===== src/core/gpc_pkg.sv =====
// Package: register map, field layout, timing and carrier types
package gpc_pkg;

  // ----------------------------------------------------------------------
  // Register map
  // ----------------------------------------------------------------------
  localparam logic [7:0] PIN1_CFG_ADDR  = 8'h71;
  localparam logic [7:0] PIN2_CFG_ADDR  = 8'h72;
  localparam logic [7:0] PIN_CFG_RESET  = 8'h00;
  localparam int         NUM_PINS       = 2;

  // ----------------------------------------------------------------------
  // Field positions inside a pin configuration register
  // ----------------------------------------------------------------------
  localparam int DEBOUNCE_TIME_SELECT_HI   = 7;
  localparam int DEBOUNCE_TIME_SELECT_LO   = 6;
  localparam int EDGE_HI   = 5;
  localparam int EDGE_LO   = 4;
  localparam int LEVEL_BIT = 3;
  localparam int INPUT_BIT = 2;
  localparam int DIR_BIT   = 1;
  localparam int DRIVE_BIT = 0;

  // ----------------------------------------------------------------------
  // Field encodings
  // ----------------------------------------------------------------------
  localparam logic [1:0] DEBOUNCE_TIME_SELECT_NONE  = 2'h0;
  localparam logic [1:0] DEBOUNCE_TIME_SELECT_8MS   = 2'h1;
  localparam logic [1:0] DEBOUNCE_TIME_SELECT_16MS  = 2'h2;
  localparam logic [1:0] DEBOUNCE_TIME_SELECT_32MS  = 2'h3;
  localparam logic [1:0] EDGE_NONE  = 2'h0;
  localparam logic [1:0] EDGE_FALL  = 2'h1;
  localparam logic [1:0] EDGE_RISE  = 2'h2;
  localparam logic [1:0] EDGE_BOTH  = 2'h3;
  localparam logic       DIR_OUTPUT = 1'h0;
  localparam logic       DIR_INPUT  = 1'h1;
  localparam logic       DRV_OPEN   = 1'h0;
  localparam logic       DRV_PUSH   = 1'h1;

  // ----------------------------------------------------------------------
  // Timing
  // ----------------------------------------------------------------------
  localparam int         CLK_PERIOD_NS  = 100;
  localparam int         MS_NS          = 1000000;
  localparam int         MS_CYCLES_DFLT = MS_NS / CLK_PERIOD_NS;
  localparam int         DIV_W          = 14;
  localparam int         TICK_W         = 6;
  localparam logic [5:0] DEBOUNCE_TIME_SELECT_8_TICKS   = 6'h08;
  localparam logic [5:0] DEBOUNCE_TIME_SELECT_16_TICKS  = 6'h10;
  localparam logic [5:0] DEBOUNCE_TIME_SELECT_32_TICKS  = 6'h20;

  // ----------------------------------------------------------------------
  // Carrier types
  // ----------------------------------------------------------------------
  typedef struct packed {
    logic [1:0] debounce_time_select;
    logic [1:0] edge_interrupt_select;
    logic       out_level;
    logic       dir;
    logic       drive_type_bit;
  } gpc_cfg_t;

  typedef struct packed {
    logic [7:0] addr;
    logic [7:0] wdata;
    logic       wr;
    logic       rd;
  } gpc_reg_req_t;

  typedef struct packed {
    logic [TICK_W-1:0] cnt;
    logic              level;
  } gpc_debounce_time_select_state_t;

  typedef struct packed {
    gpc_cfg_t [NUM_PINS-1:0] cfg;
    logic [NUM_PINS-1:0]     sync1;
    logic [NUM_PINS-1:0]     sync2;
    logic [NUM_PINS-1:0]     prev;
    logic [NUM_PINS-1:0]     pend;
    logic [DIV_W-1:0]        div;
    logic                    tick;
    logic [7:0]              rdata;
    logic                    rvalid;
  } gpc_state_t;

endpackage


===== src/core/gpc_gpio_pin_config.sv =====
// Configuration, drive, sensing and edge events for general purpose pins
`timescale 1ns/1ps

module gpc_gpio_pin_config
  import gpc_pkg::*;
#(
  parameter int unsigned         MS_CYCLES    = MS_CYCLES_DFLT,
  parameter logic [NUM_PINS-1:0] ALT_IS_INPUT = 2'h0
)
(
  // Clock and reset
  input  wire logic                CLK,
  input  wire logic                RESET_N,
  // Register access port
  input  wire gpc_reg_req_t        REG_REQ,
  output logic [7:0]               REG_RDATA,
  output logic                     REG_RVALID,
  // Pins
  input  wire logic [NUM_PINS-1:0] PIN_IN,
  output logic [NUM_PINS-1:0]      PIN_OUT,
  output logic [NUM_PINS-1:0]      PIN_OE,
  // Alternate function path
  input  wire logic [NUM_PINS-1:0] ALT_EN,
  input  wire logic [NUM_PINS-1:0] ALT_OUT_LEVEL,
  output logic [NUM_PINS-1:0]      ALT_IN,
  // Edge events
  output logic [NUM_PINS-1:0]      EDGE_PEND,
  input  wire logic [NUM_PINS-1:0] EDGE_ACK
);

  // ----------------------------------------------------------------------
  // Elaboration checks
  // ----------------------------------------------------------------------
  if (MS_CYCLES < 1 || MS_CYCLES >= (1 << DIV_W)) begin : g_bad_ms
    $error("MS_CYCLES out of range for the divider");
  end

  // ----------------------------------------------------------------------
  // Address decode
  // ----------------------------------------------------------------------
  function automatic logic addr_hit(input logic [7:0] a, input int p);
    addr_hit = (p == 0) ? (a == PIN1_CFG_ADDR) : (a == PIN2_CFG_ADDR);
  endfunction

  gpc_state_t          st;
  gpc_state_t          next_st;
  logic [NUM_PINS-1:0] dbn_level;
  logic [NUM_PINS-1:0] gp_input;
  logic [NUM_PINS-1:0] drive_level;
  logic [NUM_PINS-1:0] drive_push;
  logic [NUM_PINS-1:0] drive_on;

  // ----------------------------------------------------------------------
  // Pin role and debounce per pin
  // ----------------------------------------------------------------------
  for (genvar i = 0; i < NUM_PINS; i++) begin : g_pin
    logic [1:0] debounce_time_select_code;

    // General purpose input only when the alternate function is off
    assign gp_input[i] = ~ALT_EN[i] & (st.cfg[i].dir == DIR_INPUT);

    // Output pins see no filter, so a later switch to input starts clean
    assign debounce_time_select_code = gp_input[i] ? st.cfg[i].debounce_time_select
                                   : DEBOUNCE_TIME_SELECT_NONE;

    gpc_debounce u_debounce_time_select (
      .clk     (CLK),
      .reset_n (RESET_N),
      .ms_tick (st.tick),
      .code    (debounce_time_select_code),
      .raw     (st.sync2[i]),
      .level   (dbn_level[i])
    );
  end

  // ----------------------------------------------------------------------
  // Output stage
  // ----------------------------------------------------------------------
  always_comb begin
    for (int i = 0; i < NUM_PINS; i++) begin
      if (ALT_EN[i] && !ALT_IS_INPUT[i]) begin
        // Alternate outputs are active-high regardless of direction bit
        drive_level[i] = ALT_OUT_LEVEL[i];
        drive_on[i]    = 1'b1;
      end else if (ALT_EN[i]) begin
        drive_level[i] = 1'b0;
        drive_on[i]    = 1'b0;
      end else begin
        drive_level[i] = st.cfg[i].out_level;
        drive_on[i]    = ~gp_input[i];
      end
      // Drive type only counts while driving; inputs never look at it
      drive_push[i] = drive_on[i] &
                      (st.cfg[i].drive_type_bit == DRV_PUSH);
    end
  end

  // On a driving pin low is always driven; high is driven only in push-pull mode; input pins are never driven
  assign PIN_OUT = drive_level & drive_on;
  assign PIN_OE  = drive_on & (~drive_level | drive_push);

  // ----------------------------------------------------------------------
  // Alternate inputs
  // ----------------------------------------------------------------------
  always_comb begin
    for (int i = 0; i < NUM_PINS; i++) begin
      if (ALT_EN[i] && ALT_IS_INPUT[i]) begin
        // Direction bit one keeps the level, zero inverts it
        ALT_IN[i] = (st.cfg[i].dir == DIR_INPUT) ? st.sync2[i]
                                                  : ~st.sync2[i];
      end else begin
        ALT_IN[i] = 1'b0;
      end
    end
  end

  // ----------------------------------------------------------------------
  // Next state
  // ----------------------------------------------------------------------
  always_comb begin
    logic rise;
    logic fall;
    logic hit;
    rise    = 1'b0;
    fall    = 1'b0;
    hit     = 1'b0;
    next_st = st;

    // Two-stage synchroniser on the pin levels
    next_st.sync1 = PIN_IN;
    next_st.sync2 = st.sync1;

    // Millisecond tick divider
    if (st.div == DIV_W'(MS_CYCLES - 1)) begin
      next_st.div  = '0;
      next_st.tick = 1'b1;
    end else begin
      next_st.div  = DIV_W'(st.div + 14'h0001);
      next_st.tick = 1'b0;
    end

    // Edge detection on the filtered level
    next_st.prev = dbn_level;
    for (int i = 0; i < NUM_PINS; i++) begin
      rise = dbn_level[i] & ~st.prev[i];
      fall = ~dbn_level[i] & st.prev[i];
      unique case (st.cfg[i].edge_interrupt_select)
        EDGE_NONE: hit = 1'b0;
        EDGE_FALL: hit = fall;
        EDGE_RISE: hit = rise;
        EDGE_BOTH: hit = rise | fall;
      endcase
      // Output pins never raise an event
      hit = hit & gp_input[i];
      // A new edge in the acknowledge cycle stays pending
      if (EDGE_ACK[i]) begin
        next_st.pend[i] = 1'b0;
      end
      if (hit) begin
        next_st.pend[i] = 1'b1;
      end
    end

    // Register writes; the input level bit is never stored
    for (int i = 0; i < NUM_PINS; i++) begin
      if (REG_REQ.wr && addr_hit(REG_REQ.addr, i)) begin
        next_st.cfg[i].debounce_time_select =
          REG_REQ.wdata[DEBOUNCE_TIME_SELECT_HI:DEBOUNCE_TIME_SELECT_LO];
        next_st.cfg[i].edge_interrupt_select =
          REG_REQ.wdata[EDGE_HI:EDGE_LO];
        next_st.cfg[i].out_level      = REG_REQ.wdata[LEVEL_BIT];
        next_st.cfg[i].dir            = REG_REQ.wdata[DIR_BIT];
        next_st.cfg[i].drive_type_bit = REG_REQ.wdata[DRIVE_BIT];
      end
    end

    // Register reads, answered on the next edge
    next_st.rvalid = REG_REQ.rd;
    if (REG_REQ.rd) begin
      next_st.rdata = 8'h00;
      for (int i = 0; i < NUM_PINS; i++) begin
        if (addr_hit(REG_REQ.addr, i)) begin
          next_st.rdata[DEBOUNCE_TIME_SELECT_HI:DEBOUNCE_TIME_SELECT_LO] =
            st.cfg[i].debounce_time_select;
          next_st.rdata[EDGE_HI:EDGE_LO] =
            st.cfg[i].edge_interrupt_select;
          next_st.rdata[LEVEL_BIT] = st.cfg[i].out_level;
          // Sensed level; for output pins it is the unfiltered synchronised pin level
          next_st.rdata[INPUT_BIT] = dbn_level[i];
          next_st.rdata[DIR_BIT]   = st.cfg[i].dir;
          next_st.rdata[DRIVE_BIT] = st.cfg[i].drive_type_bit;
        end
      end
    end
  end

  // ----------------------------------------------------------------------
  // State register
  // ----------------------------------------------------------------------
  always_ff @(posedge CLK) begin
    if (!RESET_N) begin
      st <= '0;
    end else begin
      st <= next_st;
    end
  end

  assign REG_RDATA  = st.rdata;
  assign REG_RVALID = st.rvalid;
  assign EDGE_PEND  = st.pend;

endmodule


===== src/core/gpc_debounce.sv =====
// Debounce filter for one synchronised pin level
`timescale 1ns/1ps
module gpc_debounce
  import gpc_pkg::*;
(
  // Clock and reset
  input  wire logic       clk,
  input  wire logic       reset_n,
  // Millisecond tick and filter selection
  input  wire logic       ms_tick,
  input  wire logic [1:0] code,
  // Level in and filtered level out
  input  wire logic       raw,
  output logic            level
);

  // ----------------------------------------------------------------------
  // Filter length in millisecond ticks
  // ----------------------------------------------------------------------
  function automatic logic [TICK_W-1:0] ticks_of(input logic [1:0] c);
    unique case (c)
      DEBOUNCE_TIME_SELECT_8MS:  ticks_of = DEBOUNCE_TIME_SELECT_8_TICKS;
      DEBOUNCE_TIME_SELECT_16MS: ticks_of = DEBOUNCE_TIME_SELECT_16_TICKS;
      DEBOUNCE_TIME_SELECT_32MS: ticks_of = DEBOUNCE_TIME_SELECT_32_TICKS;
      DEBOUNCE_TIME_SELECT_NONE: ticks_of = '0;
    endcase
  endfunction

  gpc_debounce_time_select_state_t st;
  gpc_debounce_time_select_state_t next_st;

  // ----------------------------------------------------------------------
  // Next state
  // ----------------------------------------------------------------------
  // Counting whole ticks makes the filter up to one tick short; the
  // divider keeps counting so a free-running tick is cheaper than a reset.
  always_comb begin
    next_st = st;
    if (code == DEBOUNCE_TIME_SELECT_NONE) begin
      next_st.level = raw;
      next_st.cnt   = '0;
    end else if (raw == st.level) begin
      next_st.cnt = '0;
    end else if (ms_tick) begin
      if (TICK_W'(st.cnt + 6'h01) >= ticks_of(code)) begin
        next_st.level = raw;
        next_st.cnt   = '0;
      end else begin
        next_st.cnt = TICK_W'(st.cnt + 6'h01);
      end
    end
  end

  always_ff @(posedge clk) begin
    if (!reset_n) begin
      st <= '0;
    end else begin
      st <= next_st;
    end
  end

  assign level = st.level;

endmodule


===== config.mk =====
export PLATFORM = sky130hd
export DESIGN_NAME = gpc_gpio_pin_config
export DESIGN_NICKNAME = d
export VERILOG_FILES = /design/src/core/gpc_pkg.sv /design/src/core/gpc_gpio_pin_config.sv /design/src/core/gpc_debounce.sv
export SDC_FILE = /design/constraint.sdc
export NUM_CORES = 1
export LEC_CHECK = 0
export BUFFER_PORTS_ARGS = -buffer_cell sky130_fd_sc_hd__clkbuf_2
export CORE_ASPECT_RATIO = 1.4
export CORE_MARGIN = 3
export CORE_UTILIZATION = 45
export CTS_CLUSTER_DIAMETER = 200
export DETAILED_ROUTE_END_ITERATION = 10
export GPL_TIMING_DRIVEN = 0
export HOLD_SLACK_MARGIN = 0.02
export PLACE_DENSITY = 0.65
export SLEW_MARGIN = 0
export SYNTH_ARGS = -nofsm -noshare
export SYNTH_HDL_FRONTEND = slang
export SYNTH_HIERARCHICAL = 1
export SYNTH_SLANG_ARGS = --single-unit

===== constraint.sdc =====
create_clock -name CLK -period 3.7 [get_ports CLK]
set_input_delay 0.74 -clock CLK [delete_from_list [all_inputs] [get_ports CLK]]
set_output_delay 0.74 -clock CLK [all_outputs]
set_load 0.02 [all_outputs]

==> key figures <==
Status
  • Status: completed

Route
  • DR iter-0 viols: between 80 and 90
  • Post-DRT Antenna Nets: 0
  • Post-Route WL: 6.45 mm
  • DR vias/cell: 5.07
  • Routed vias: ~2,600
  • # DRC: 0
  • Drt pass-1 iters: 4
  • DR WL/cell: between 10 and 15 um

Clock network
  • Worst-path clk slew: about 70 ps
  • Worst skew pair latency: around 340 ps
  • Maximum clock path buffer count: 2
  • Clock buffer count from CTS: 9
  • Hold Buf Count CTS: 0
  • H-tree lvl count: 3
  • Post CTS Setup Buffer Count: 0
  • TritonCTS clock tree: built
  • CTS Root Cell: clkbuf_8
  • Post_cts resized: 0
  • TritonCTS Sinks: 60

Timing
  • Fmax achieved: roughly 410 MHz
  • Clk_skew: 8.15 ps
  • RSZ-0062 raised after global routing: no
  • Final period util: approximately two thirds
  • Slew Viols, Final: 0
  • Post-route minimum period: 2450 ps
  • Final Hold Fails: 0
  • Endpoints failing setup: 0
  • Fin Hold WS: 433 ps
  • Total negative slack: 0 ps

Worst hold path
  • Worst hold path class: reg -> reg
  • Hold path start: next_st[28]

Synth
  • YS warnings: 6
  • Predominant post-synthesis flop cell: dfxtp_1
  • Sequential-to-total area share from yosys stat: around two fifths
  • Synthesized instance count: around 370
  • Post-synth EDFFs: 0
  • Avg Cell Area, Syn: ~8.5 um2
  • Ys async rst share: 0%
  • Yosys cell types: 45
  • Cell Area, Synth: approximately 3200 um2
  • Seq cells post-synth: 60

Floorplan
  • Initial core utilization: 47.1%
  • Num rows: 35
  • Die X: about 77 um
  • I/O pin count: 45
  • Die height: roughly 110 um
  • Die area: 8070 um2
  • Core ar.: about 6700 um2

Global route
  • GRT Util Overall: between 10% and 20%
  • First-pass GRT wire length: 10.8 mm
  • Largest net degree at the start of global routing: 12
  • Initial antenna violation count: 0
  • Total global routing overflow: 0
  • Vias in the first global route: around 2,400

Power
  • Power per cell area: approximately 360 nW/um2
  • Leak Pwr: between 1 and 1.5 nW
  • Net Sw Power: a little over 0.3 mW
  • Clk pwr share: between 40% and 50%
  • Combinational share of power: between 5 and 6%
  • Reg power frac: about half
  • Switch share: around 23%
  • Peak supply drop: 0.222 mV
  • Pint: around 1.0 mW

Critical path
  • Worst path required time: slightly below 4000 ps
  • Crit. End Element: flip-flop
  • Reg2reg start: g_pin[1].u_debounce_time_select/st[1]
  • Worst setup path startpoint: ALT_EN[1]
  • Critical path class: in -> reg
  • Critical Path Start Type: input port
  • Data arrival, critical path: approximately 2700 ps
  • Worst Path Max Fanout: 8

Place
  • RePlAce Congestion: between 0.7 and 0.8
  • Placed Area: approximately 3500 um2
  • Buffers on Ports: roughly 40
  • DP Wirelength: roughly 4.9 mm

Flow run
  • Max-cap violations: 0

Layout
  • Ant. Diodes: 0
  • Most frequent cells in the layout: dfxtp_1 (60), clkbuf_2 (41), nand2_1 (40)
  • Share of cells above drive strength 1: 21.6%
  • Design Area, Final: between 3000 and 4000 um2
  • Final #Nets: approximately 470
  • Area growth from synthesis to layout: 16.7%
  • Most common cell after layout, fill and taps aside: dfxtp_1
  • Final Util: a little over half
per-layer routing:
metal  global-route usage [%]  vias up  part of all wire, %
met3                     4.14       11                  3.0
met1                     19.8     1208                   45
met5                        0        -                    0
met4                     7.77        0                  1.9
li1                         -     1389                    -
met2                     28.2       37                   50
cells by family after synthesis:
group / share of synthesized area, %
and+or+nand+nor: 31.3
DFF: 38.1
adders and majority gates: 5.95
AOI/OAI and AO/OA: 11.5
other: 0.119
buffers and inverters: 7.53
xor gates and xnor gates: 5.55
worst paths after layout:
check / endpoint / slack [ps] / cells past startpoint
worst max-delay path: g_pin[1].u_debounce_time_select/st[6] / 1250 / 10
worst min-delay path: st[28] / 430 / 1
worst max register to register: g_pin[1].u_debounce_time_select/st[6] / 1340 / 9
worst min register to register: st[28] / 430 / 1
power groups by stage:
stage | sequential, mW | combinational [mW] | clock, mW
floorplan | 0.678 | 0.0472 | 0
global placement | 0.680 | 0.0779 | 0
detailed placement | 0.680 | 0.0788 | 0
CTS | 0.665 | 0.0791 | 0.618
global route | 0.666 | 0.0869 | 0.654
finish | 0.665 | 0.0780 | 0.601
final cells by class:
| type | count | area [um2] |
|---|---|---|
| fillers | 637 | 3020 |
| multi-input cells | 273 | 1720 |
| flip-flops and latches | 60 | 1200 |
| repair buffers | 41 | 205 |
| plain buffers | 28 | 193 |
| clock buffers | 12 | 155 |
| well taps | 92 | 115 |
| clock inverters | 4 | 47.5 |
| inverters | 12 | 45.0 |
through the flow:
step | power (mW) | setup WS [ps] | std cells
finish | 1.34 | 1250 | 522
global route | 1.41 | 1110 | 522
CTS | 1.36 | 1260 | 522
detailed placement | 0.759 | 895 | 506
global placement | 0.758 | 923 | 506
floorplan | 0.726 | 1240 | 373
Yosys cell counts (12+ instances only):
| master | number | share of area, % |
|---|---|---|
| a31oi_1 | 12 | 2.4 |
| buf_4 | 13 | 3.1 |
| xnor2_1 | 16 | 4.4 |
| nor2_1 | 25 | 3.0 |
| dfxtp_1 | 60 | 38 |
| nand3_1 | 26 | 4.1 |
| ha_1 | 15 | 5.9 |
| nand2_1 | 40 | 4.8 |
| o21ai_0 | 24 | 3.8 |
| nand2b_1 | 18 | 3.6 |
| a21oi_1 | 12 | 1.9 |
| inv_1 | 12 | 1.4 |
critical path, cell delays in order:
cell,delay [ps]
clkbuf_2,100
nor2b_1,260
and2_1,230
nand2_1,70
ha_1,310
nand4_1,100
or3_1,390
buf_6,150
and4b_1,170
a21o_1,170
flip-flops by register name, summed over array words and instances, names as in the netlist:
| register | count |
|---|---|
| EDGE_PEND | 2 |
| g_pin.u_debounce_time_select/level | 2 |
| st | 33 |
| REG_RDATA | 8 |
| g_pin.u_debounce_time_select/st | 12 |
| next_st | 2 |
| REG_RVALID | 1 |
(Power assumes the default switching activity.)
